==> src/include/intexp_pkg.sv <==
package intexp_pkg;
  // ****************************************
  // Sizes and register indices
  // ****************************************
  localparam int NUM_SRC = 14;
  localparam int NUM_LINES = 6;
  localparam int ADDR_W = 17;
  // Word index; byte address is four times the index
  localparam logic [14:0] IDX_SRC_FLAG = 15'h7000;
  localparam logic [14:0] IDX_SRC_ENABLE = 15'h7001;
  localparam logic [14:0] IDX_LINE_MASK = 15'h7002;
  localparam logic [14:0] IDX_PENDING = 15'h7003;
  localparam logic [14:0] IDX_STATUS_ZERO = 15'h7004;
  localparam logic [14:0] IDX_EV_VECTOR_A = 15'h7005;
  localparam logic [14:0] IDX_LOW_VECTOR = 15'h7006;
  localparam logic [14:0] IDX_IRQ_STATUS = 15'h7007;
  localparam logic [14:0] IDX_IRQ_MASK = 15'h7008;
  localparam logic [14:0] IDX_SYS_VECTOR = 15'h701E;
  // ****************************************
  // Field positions and reset values
  // ****************************************
  localparam int GMASK_BIT = 9;
  localparam int IRQ_ACK_BIT = 0;
  localparam int IRQ_PHANTOM_BIT = 1;
  localparam logic GMASK_RST = 1'b1;
  localparam logic [5:0] LINE_MASK_RST = 6'h00;
  localparam logic [13:0] ENABLE_RST = 14'h0000;
  localparam logic [1:0] IRQ_MASK_RST = 2'h0;
  // ****************************************
  // Vector offsets, low index ranks highest
  // ****************************************
  localparam logic [15:0] PHANTOM_CODE = 16'h0000;
  localparam logic [127:0] LINE1_CODES = {16'h0020, 16'h0010, 16'h0007, 16'h0006,
    16'h0005, 16'h001F, 16'h0011, 16'h0001};
  localparam logic [47:0] LINE2_CODES = {16'h0023, 16'h0022, 16'h0021};
  localparam logic [47:0] LINE5_CODES = {16'h0007, 16'h0006, 16'h0005};
  // Core vector locations for lines one to six, nonmaskable and trap
  localparam logic [95:0] LINE_VECTORS = {16'h000C, 16'h000A, 16'h0008,
    16'h0006, 16'h0004, 16'h0002};
  localparam logic [15:0] NMI_VECTOR = 16'h0024;
  localparam logic [15:0] TRAP_VECTOR = 16'h0022;
endpackage : intexp_pkg

==> src/design/prio_pick.sv <==
`timescale 1ns/100ps
`default_nettype none
module prio_pick #(
  parameter int N = 3,
  parameter logic [N*16-1:0] CODES = '0
) (
  input wire logic [N-1:0] active_i,
  output logic any_o,
  output logic [15:0] code_o
);
  // ****************************************
  // Fixed priority pick, index 0 highest
  // ****************************************
  // Downward scan so the lowest active index is written last
  always_comb
  begin
    any_o = |active_i;
    code_o = intexp_pkg::PHANTOM_CODE;
    for (int i = N - 1; i >= 0; i--)
    begin
      if (active_i[i])
      begin
        code_o = CODES[i*16 +: 16];
      end
    end
  end
endmodule : prio_pick
`default_nettype wire

==> src/design/int_expander.sv <==
// Implementation choice: register access over Avalon-MM.
`timescale 1ns/100ps
`default_nettype none
module int_expander (
  input wire logic clk_i,
  input wire logic rst_i,
  // Avalon-MM slave
  input wire logic [16:0] address,
  input wire logic read,
  input wire logic write,
  input wire logic [3:0] byteenable,
  input wire logic [31:0] writedata,
  output logic [31:0] readdata,
  output logic waitrequest,
  // Pin sources: ext one, two, three, drive protect
  input wire logic [3:0] pin_request_i,
  input wire logic nmi_pin_n_i,
  // On-chip sources, same clock
  input wire logic [9:0] onchip_request_i,
  // Requests of lines three, four and six from outside this block
  input wire logic [2:0] ext_line_req_i,
  input wire logic trap_i,
  output logic branch_o,
  output logic [15:0] vector_o,
  output logic [5:0] ack_lines_o,
  output logic global_mask_o,
  output logic irq_o
);
  // ****************************************
  // State
  // ****************************************
  typedef struct packed {
    logic [3:0] sync1;
    logic [3:0] sync2;
    logic nmi_s1;
    logic nmi_s2;
    logic nmi_prev;
    logic nmi_pend;
    logic trap_pend;
    logic [13:0] flag;
    logic [13:0] enable;
    logic [5:0] line_mask;
    logic [5:0] pending;
    logic gmask;
    logic [1:0] irq_stat;
    logic [1:0] irq_mask;
    logic resp;
    logic [31:0] rdata;
    logic branch;
    logic [15:0] vector;
    logic [5:0] ack_lines;
  } state_s;

  localparam state_s RST_STATE = '{sync1: 4'h0, sync2: 4'h0, nmi_s1: 1'b0, nmi_s2: 1'b0,
    nmi_prev: 1'b0, nmi_pend: 1'b0, trap_pend: 1'b0, flag: 14'h0000,
    enable: intexp_pkg::ENABLE_RST, line_mask: intexp_pkg::LINE_MASK_RST,
    pending: 6'h00, gmask: intexp_pkg::GMASK_RST, irq_stat: 2'h0,
    irq_mask: intexp_pkg::IRQ_MASK_RST, resp: 1'b0, rdata: 32'h00000000,
    branch: 1'b0, vector: 16'h0000, ack_lines: 6'h00};

  state_s r_reg;
  state_s r_next;
  logic [13:0] src_raw;
  logic [13:0] active;
  logic any1;
  logic any2;
  logic any5;
  logic [15:0] code1;
  logic [15:0] code2;
  logic [15:0] code5;
  logic [5:0] line_req;
  logic [5:0] cand;
  logic [5:0] pick;
  logic [14:0] idx;
  logic [15:0] wmask;
  logic [15:0] wval;
  logic wr;
  logic [15:0] rval;

  // ****************************************
  // Source gathering and arbitration
  // ****************************************
  // Pins are read only after the second synchroniser stage
  assign src_raw = {onchip_request_i[9:4], r_reg.sync2[3], onchip_request_i[3:0], r_reg.sync2[2:0]};
  assign active = r_reg.flag & r_reg.enable;

  // System group on line one
  prio_pick #(.N(8), .CODES(intexp_pkg::LINE1_CODES)) u_line1 (
    .active_i(active[7:0]),
    .any_o(any1),
    .code_o(code1)
  );

  // Event group A on line two
  prio_pick #(.N(3), .CODES(intexp_pkg::LINE2_CODES)) u_line2 (
    .active_i(active[10:8]),
    .any_o(any2),
    .code_o(code2)
  );

  // Low-priority system group on line five
  prio_pick #(.N(3), .CODES(intexp_pkg::LINE5_CODES)) u_line5 (
    .active_i(active[13:11]),
    .any_o(any5),
    .code_o(code5)
  );

  // Lines one, five from system groups; two local, three, four, six come in
  assign line_req = {ext_line_req_i[2], any5, ext_line_req_i[1], ext_line_req_i[0], any2, any1};

  // Acknowledge candidates: pending, unmasked, global mask clear
  assign cand = r_reg.gmask ? 6'h00 : (r_reg.pending & r_reg.line_mask);
  assign pick = cand & (~cand + 6'h01);

  // ****************************************
  // Bus decode
  // ****************************************
  // One wait cycle: request seen, answered on the next edge
  assign idx = address[16:2];
  assign wr = write & r_reg.resp;
  assign wmask = {{8{byteenable[1]}}, {8{byteenable[0]}}};
  assign wval = writedata[15:0] & wmask;
  assign waitrequest = (read | write) & ~r_reg.resp;

  // Read mux; vector reads reflect the arbitration at read time
  always_comb
  begin
    rval = 16'h0000;
    if (idx == intexp_pkg::IDX_SRC_FLAG)
    begin
      rval = {2'h0, r_reg.flag};
    end
    else if (idx == intexp_pkg::IDX_SRC_ENABLE)
    begin
      rval = {2'h0, r_reg.enable};
    end
    else if (idx == intexp_pkg::IDX_LINE_MASK)
    begin
      rval = {10'h000, r_reg.line_mask};
    end
    else if (idx == intexp_pkg::IDX_PENDING)
    begin
      rval = {10'h000, r_reg.pending};
    end
    else if (idx == intexp_pkg::IDX_STATUS_ZERO)
    begin
      rval[intexp_pkg::GMASK_BIT] = r_reg.gmask;
    end
    else if (idx == intexp_pkg::IDX_SYS_VECTOR)
    begin
      rval = code1;
    end
    else if (idx == intexp_pkg::IDX_EV_VECTOR_A)
    begin
      rval = code2;
    end
    else if (idx == intexp_pkg::IDX_LOW_VECTOR)
    begin
      rval = code5;
    end
    else if (idx == intexp_pkg::IDX_IRQ_STATUS)
    begin
      rval = {14'h0000, r_reg.irq_stat};
    end
    else if (idx == intexp_pkg::IDX_IRQ_MASK)
    begin
      rval = {14'h0000, r_reg.irq_mask};
    end
  end

  // ****************************************
  // Next state
  // ****************************************
  always_comb
  begin
    r_next = r_reg;
    r_next.sync1 = pin_request_i;
    r_next.sync2 = r_reg.sync1;
    r_next.nmi_s1 = ~nmi_pin_n_i;
    r_next.nmi_s2 = r_reg.nmi_s1;
    r_next.nmi_prev = r_reg.nmi_s2;
    r_next.resp = (read | write) & ~r_reg.resp;
    r_next.branch = 1'b0;
    r_next.ack_lines = 6'h00;
    // Capture read data in the wait cycle, present it when answered
    if (read & ~r_reg.resp)
    begin
      r_next.rdata = {16'h0000, rval};
    end
    // Register writes; clears first so hardware sets below win
    if (wr)
    begin
      if (idx == intexp_pkg::IDX_SRC_FLAG)
      begin
        r_next.flag = r_reg.flag & ~wval[13:0];
      end
      else if (idx == intexp_pkg::IDX_SRC_ENABLE)
      begin
        r_next.enable = (r_reg.enable & ~wmask[13:0]) | wval[13:0];
      end
      else if (idx == intexp_pkg::IDX_LINE_MASK)
      begin
        r_next.line_mask = (r_reg.line_mask & ~wmask[5:0]) | wval[5:0];
      end
      else if (idx == intexp_pkg::IDX_PENDING)
      begin
        r_next.pending = r_reg.pending & ~wval[5:0];
      end
      else if (idx == intexp_pkg::IDX_STATUS_ZERO)
      begin
        if (wmask[intexp_pkg::GMASK_BIT])
        begin
          r_next.gmask = wval[intexp_pkg::GMASK_BIT];
        end
      end
      else if (idx == intexp_pkg::IDX_IRQ_STATUS)
      begin
        r_next.irq_stat = r_reg.irq_stat & ~wval[1:0];
      end
      else if (idx == intexp_pkg::IDX_IRQ_MASK)
      begin
        r_next.irq_mask = (r_reg.irq_mask & ~wmask[1:0]) | wval[1:0];
      end
    end
    // Phantom: system vector register read while its line one group is idle
    if (read & ~r_reg.resp & (idx == intexp_pkg::IDX_SYS_VECTOR) & ~any1)
    begin
      r_next.irq_stat[intexp_pkg::IRQ_PHANTOM_BIT] = 1'b1;
    end
    // Falling edge of the nonmaskable pin, and trap requests
    if (r_reg.nmi_s2 & ~r_reg.nmi_prev)
    begin
      r_next.nmi_pend = 1'b1;
    end
    if (trap_i)
    begin
      r_next.trap_pend = 1'b1;
    end
    // Acknowledge: nonmaskable, then lines by rank, trap last
    if (r_reg.nmi_pend)
    begin
      r_next.nmi_pend = 1'b0;
      r_next.branch = 1'b1;
      r_next.vector = intexp_pkg::NMI_VECTOR;
      r_next.gmask = 1'b1;
    end
    else if (|pick)
    begin
      r_next.branch = 1'b1;
      r_next.ack_lines = pick;
      r_next.pending = r_next.pending & ~pick;
      r_next.gmask = 1'b1;
      r_next.irq_stat[intexp_pkg::IRQ_ACK_BIT] = 1'b1;
      for (int i = 0; i < intexp_pkg::NUM_LINES; i++)
      begin
        if (pick[i])
        begin
          r_next.vector = intexp_pkg::LINE_VECTORS[i*16 +: 16];
        end
      end
    end
    else if (r_reg.trap_pend)
    begin
      // Trap leaves the global mask alone
      r_next.trap_pend = trap_i;
      r_next.branch = 1'b1;
      r_next.vector = intexp_pkg::TRAP_VECTOR;
    end
    // Hardware sets win over clears in the same cycle
    r_next.flag = r_next.flag | src_raw;
    r_next.pending = r_next.pending | line_req;
  end

  // ****************************************
  // Registers
  // ****************************************
  always_ff @(posedge clk_i)
  begin
    if (rst_i)
    begin
      r_reg <= RST_STATE;
    end
    else
    begin
      r_reg <= r_next;
    end
  end

  // Outputs straight from state
  assign readdata = r_reg.rdata;
  assign branch_o = r_reg.branch;
  assign vector_o = r_reg.vector;
  assign ack_lines_o = r_reg.ack_lines;
  assign global_mask_o = r_reg.gmask;
  assign irq_o = |(r_reg.irq_stat & r_reg.irq_mask);

  // ****************************************
  // Checks
  // ****************************************
  flag_set_a: assert property (@(posedge clk_i) disable iff (rst_i)
    |src_raw |=> ((r_reg.flag & $past(src_raw)) == $past(src_raw)))
    else $error("Source request did not set its flag");

  pending_set_a: assert property (@(posedge clk_i) disable iff (rst_i)
    |line_req |=> ((r_reg.pending & $past(line_req)) == $past(line_req)))
    else $error("Forwarded request not pending");

  mask_holds_off_a: assert property (@(posedge clk_i) disable iff (rst_i)
    (|ack_lines_o) |-> !$past(r_reg.gmask))
    else $error("Maskable line taken while globally masked");

  ack_sets_mask_a: assert property (@(posedge clk_i) disable iff (rst_i)
    (branch_o && vector_o != intexp_pkg::TRAP_VECTOR) |-> r_reg.gmask)
    else $error("Acknowledge left global mask clear");

  line_mask_gate_a: assert property (@(posedge clk_i) disable iff (rst_i)
    (|ack_lines_o) |-> ((ack_lines_o & $past(r_reg.line_mask)) == ack_lines_o))
    else $error("Masked line acknowledged");

  priority_order_a: assert property (@(posedge clk_i) disable iff (rst_i)
    (|ack_lines_o) |-> (($past(cand) & (ack_lines_o - 6'h01)) == 6'h00))
    else $error("Lower ranked line acknowledged first");

  line_one_vector_a: assert property (@(posedge clk_i) disable iff (rst_i)
    ack_lines_o[0] |-> (branch_o && vector_o == 16'h0002))
    else $error("Wrong vector for line one");

  phantom_read_a: assert property (@(posedge clk_i) disable iff (rst_i)
    (read && !r_reg.resp && idx == intexp_pkg::IDX_SYS_VECTOR && !any1)
    |=> (readdata == 32'h00000000) ##0 !waitrequest)
    else $error("Phantom offset not returned");

  vector_read_a: assert property (@(posedge clk_i) disable iff (rst_i)
    (read && !r_reg.resp && idx == intexp_pkg::IDX_SYS_VECTOR && active[0])
    |=> (readdata[15:0] == 16'h0001))
    else $error("Top source offset not returned");

  nmi_first_a: assert property (@(posedge clk_i) disable iff (rst_i)
    r_reg.nmi_pend |=> (branch_o && vector_o == intexp_pkg::NMI_VECTOR && ack_lines_o == 6'h00))
    else $error("Nonmaskable not taken first");
endmodule : int_expander
`default_nettype wire

==> config.mk <==
export PLATFORM = sky130hd
export DESIGN_NAME = int_expander
export DESIGN_NICKNAME = d
export VERILOG_FILES = /design/src/include/intexp_pkg.sv /design/src/design/prio_pick.sv /design/src/design/int_expander.sv
export SDC_FILE = /design/constraint.sdc
export NUM_CORES = 1
export LEC_CHECK = 0
export BUFFER_PORTS_ARGS = -buffer_cell sky130_fd_sc_hd__buf_2
export CAP_MARGIN = 20
export CORE_MARGIN = 5
export CORE_UTILIZATION = 52
export DETAILED_ROUTE_END_ITERATION = 8
export PLACE_DENSITY = 0.81
export SLEW_MARGIN = 0
export SYNTH_ARGS = -nofsm -noshare
export SYNTH_HDL_FRONTEND = slang
export SYNTH_SLANG_ARGS = --single-unit
==> constraint.sdc <==
create_clock -name clk_i -period 2.15 [get_ports clk_i]
set_input_delay 0.215 -clock clk_i [delete_from_list [all_inputs] [get_ports clk_i]]
set_output_delay 0.215 -clock clk_i [all_outputs]
set_load 0.02 [all_outputs]
Word level (Yosys, flattened, before mapping)
Cells that the tools add are included.
Operators by class
  add/subtract/negate cells: 1
  equality and inequality tests: 17
  multiplexer cells: 61
  bitwise gates (word level): 43
  reductions and logical operators: 19
Operator list (number)
  two-way mux 16 bit: 14
  == test 15 bit (second input constant): 10
  two-way mux 6 bit: 16
  two-way mux 17 bit: 4
  bitwise AND 14 bit: 4
  two-way mux 45 bit: 1
  two-way mux 31 bit: 1
  bitwise AND 6 bit: 5
  two-way mux 14 bit: 2
  NOT 14 bit: 2
  OR 14 bit: 2
  NOT 6 bit: 4
  OR reduction 8 bit: 2
  AND reduction 7 bit: 2
  OR 6 bit: 2
  two-way mux 1 bit: 11
  two-way mux 11 bit: 1
  NOT 1 bit: 11
  != test 2 x 1 -> 1 bit (second input constant): 5
  two-way mux 3 bit: 3
  two-way mux 9 bit: 1
  OR reduction 3 bit: 3
  two-way mux 2 bit: 4
  != test 8 bit (second input constant): 1
  other kinds (18): 30
Word-level totals
  register bits after elaboration: 98
  input bits: 76
  output and inout port bits: 58
  word-level logic and storage cells: 162

Longest topological paths before layout
  depth in word-level cells: 15
  mapped depth: 8
  gate-level depth less buffers: 5

Modules after synthesis
A second synthesis with hierarchy kept.
Unflattened totals
  cell total of the unflattened synthesis: 633
  area, all modules: 5012.3 um^2
By module, submodules not included
  int_expander: times used 1, cells each 568, area an instance 4573.1 um^2, seq. area each 1721.7 um^2
  prio_pick at u_line2 ...: times used 2, cells each 20, area an instance 132.6 um^2, seq. area each 0.0 um^2
  prio_pick at u_line1: times used 1, cells each 25, area an instance 173.9 um^2, seq. area each 0.0 um^2

Worst setup path after synthesis
No wires, ideal clock.
  path kind: input port to flip-flop
  from: input address[2]
  to: register r_reg (netlist bit readdata[1])
  library setup time: 0.066 ns
  data arrival time: 1.691 ns
  required time: 2.084 ns
  slack: 0.393 ns
  stages: 6
  path buffers: 1
  path through: buf_4 or4b_4 o41a_1 nor3_1 o221ai_1 a21oi_2
On the way
  longest elaborated chain between the ends: 11
  elaborated cells on any way between the ends: 20
  classes of those cells: eq/ne (10); mux (10)
Ends and longest elaborated chain
  from (decl): RTL line int_expander.sv:8  | input wire logic [16:0] address,
  == test 15 bit: RTL line int_expander.sv:165  | else if (idx == intexp_pkg::IDX_IRQ_MASK)
  two-way mux 2 bit: RTL line int_expander.sv:165
  two-way mux 16 bit: RTL line int_expander.sv:161  | else if (idx == intexp_pkg::IDX_IRQ_STATUS)
  two-way mux 16 bit: RTL line int_expander.sv:157  | else if (idx == intexp_pkg::IDX_LOW_VECTOR)
  two-way mux 16 bit: RTL line int_expander.sv:153  | else if (idx == intexp_pkg::IDX_EV_VECTOR_A)
  two-way mux 16 bit: RTL line int_expander.sv:149  | else if (idx == intexp_pkg::IDX_SYS_VECTOR)
  two-way mux 9 bit: RTL line int_expander.sv:145  | else if (idx == intexp_pkg::IDX_STATUS_ZERO)
  two-way mux 16 bit: RTL line int_expander.sv:141  | else if (idx == intexp_pkg::IDX_PENDING)
  two-way mux 16 bit: RTL line int_expander.sv:137  | else if (idx == intexp_pkg::IDX_LINE_MASK)
  two-way mux 16 bit: RTL line int_expander.sv:133  | else if (idx == intexp_pkg::IDX_SRC_ENABLE)
  two-way mux 16 bit (*): RTL line int_expander.sv:129  | if (idx == intexp_pkg::IDX_SRC_FLAG)
  to (signal assigned): RTL line int_expander.sv:285  | r_reg <= r_next;
  to (decl): RTL line int_expander.sv:61  | state_s r_reg;
Every way passes the cells marked *; elsewhere a longest branch is shown, timed or not.
A chain may end at the register's enable or synchronous reset.

Worst setup path in the final report
  from: input address[7]
  to: register r_reg[73] (netlist bit)
On the way
  longest elaborated chain between the ends: 3
  elaborated cells on any way between the ends: 4
  classes of those cells: eq/ne (2); bitwise (1); reduce/logical (1)
Ends and longest elaborated chain
  == test 15 bit: RTL line int_expander.sv:193  | if (idx == intexp_pkg::IDX_SRC_FLAG)
  NOT 1 bit (no line)
  AND reduction 3 bit (no line) (*)
Marks and branches as above.

==> flow_summary.json <==
{
  "fin_crit_sh_pct": 80.8,
  "slew_violations": 0,
  "clock.fmax_mhz": 576,
  "core_um2": 8220,
  "cts_max_path_buffers": 2,
  "dp_slack_ns": 0.106,
  "start_util_pct": 53.1,
  "irDropWorstVdd_mv": 0.475,
  "synthDistinctLibCells": 63,
  "setup_slack_ns": 0.413,
  "p_sw_share_pct": 27.5,
  "critPathLaunchType": "primary input",
  "fp-row-count": 33,
  "criticalPathCategory": "primary input to register",
  "whs_ns": 0.0574,
  "crit_fanout": 8,
  "grt_pass1_vias": 3920,
  "synth_seq_area_share_pct": 38.5,
  "path_clk_slew_ns": 0.09,
  "tns_ns": 0,
  "hold_buffers": 1,
  "power.clock.fraction_pct": 36.2,
  "p_sw_uw": 874,
  "final_area_um2": 4920,
  "dr.pass1.iters": 7,
  "hold_path_class": "primary input to register",
  "yosysTopAreaCell": "dfxtp_1",
  "area_delta_synth_final_pct": 12.8,
  "via_count": 4205,
  "rsz0062_at_grt": "false",
  "async_flop_share_pct": 0,
  "crit_path_start": "address[7]",
  "ios": 134,
  "h-tree-depth": 3,
  "synth.area.top_cells": "dfxtp_1, buf_4, a21oi_1",
  "arrival_ns": 1.97,
  "drtIter0Drc": 386,
  "yosysMostFrequentCell": "dfxtp_1",
  "root_buffer": "clkbuf_8",
  "die_h_um": 102,
  "intPower_uw": 2310,
  "placed_area_um2": 4710,
  "drv_cap": 0,
  "final_util_pct": 59.9,
  "final_nets": 669,
  "place_hpwl_um": 9430,
  "largest_register_ffs": 52,
  "worstMarginPinSlew_ns": 0.668,
  "synthFlopType": "dfxtp_1",
  "min-delay-start": "onchip_request_i[6]",
  "setup_violations": 0,
  "ys_ff_latch": 84,
  "power_density_nw_per_um2": 647,
  "cts_buffers": 9,
  "drive_gt1_share_pct": 22.6,
  "globalRouteOverflowTotal": 0,
  "drc": 0,
  "numPortBuffers": 81,
  "grt_pass1_wl_um": 19900,
  "synth_edf_count": 0,
  "synth.cell_area_um2": 4360,
  "relSlewSlack_pct": 55.5,
  "synth_top_cell_area_share_pct": 38.5,
  "clk_latency_ns": 0.36,
  "crit_required_ns": 2.38,
  "synthTopCellsByCount": "dfxtp_1, buf_4, a21oi_1, nand3_1, nor2_1",
  "syn_area_per_cell_um2": 8.26,
  "combPwrFrac_pct": 11.8,
  "postCtsSetupBuffers": 0,
  "cts_tree": "yes",
  "post_cts_resized": 0,
  "yosys_warnings": 0,
  "antenna_cells": 0,
  "wl_per_cell_um": 17.9,
  "grtUsageTotal_pct": 24.6,
  "dieArea_um2": 10300,
  "status": "finished, final reports clean",
  "pwr-share-seq_pct": 52.1,
  "via_per_inst": 5.98,
  "antenna_found_initial": 0,
  "clock_skew_ns": 0.0115,
  "synth_cells": 528,
  "period_minus_slack_ns": 1.74,
  "grt_max_degree": 33,
  "routed_wl_um": 12600,
  "crit_path_end_kind": "register",
  "p_leak_uw": 0.00194,
  "ant_nets": 0,
  "gp_congestion": 0.984,
  "hold_viol_final": 0,
  "r2r_start": "r_reg[99]",
  "die_w_um": 102,
  "clkSinkCount": 84
}
[power by group through the flow]
stage	clock network (µW)	logic, µW	registers (µW)
finish	1150	375	1660
global placement	0	362	1690
CTS	1160	371	1660
detailed placement	0	368	1690
floorplan	0	293	1680
global route	1240	408	1660
[critical path: stages]
cell and delay (ns):
buf_2 0.14, or4_4 0.60, nor4_1 0.44, buf_4 0.20
nand2_1 0.17, nand2_1 0.13, a21oi_1 0.07
[routing by layer]
metal	part of all wire (%)	track usage [%]
met3	9.1	4.61
met4	3.0	10.7
met2	47	38.7
met5	0	0
met1	41	33.0
[cell type report]
cell class,count,area (µm²)
flip-flops and latches,84,1680
fillers,737,3300
inverters,7,26.3
well taps,105,131
multi-input cells,384,2230
clock buffers,11,141
clock inverters,5,58.8
repair buffers,107,653
[stage by stage]
step | power, µW | std cells
after floorplan | 1970 | 557
after detailed placement | 2060 | 686
final | 3180 | 703
after global placement | 2050 | 686
after global routing | 3310 | 703
after CTS | 3190 | 703
[path summary, 6_finish.rpt]
kind / endpoint / slack, ns / cells past startpoint
worst max-delay path: r_reg[73] / 0.41 / 7
worst min-delay path: r_reg[97] / 0.06 / 3
worst max register to register: readdata[2] / 0.50 / 5
worst min register to register: r_reg[102] / 0.39 / 1
[kinds of logic after synthesis]
family | after synthesis | share of synthesized area [%]
AND/OR/NAND/NOR | 216 | 26.8
multiplexers | 11 | 2.55
buffers and inverters | 89 | 12.9
AO/OA/AOI/OAI | 127 | 19.1
other | 1 | 0.0860
flip-flops | 84 | 38.5
[cells in the final DEF (no fill, tap or decap), types with 3 or more instances in the layout]
cell,count
nand3_1,48
nand4_1,3
a221oi_1,8
a21boi_0,3
a21oi_1,49
buf_2,81
or3_1,4
a31oi_1,8
and2_1,3
dfxtp_1,84
mux2i_1,10
nor4b_1,3
nor2_1,47
clkbuf_8,10
buf_4,21
nand2_1,40
nand3b_1,3
conb_1,30
o21ai_0,20
nor2b_1,11
buf_12,4
a222oi_1,3
a22oi_1,8
nand2b_1,6
a211o_1,5
inv_1,7
nor3b_1,4
and3_1,6
nor3_1,20
Note: power is estimated with default switching activity, not from simulation.
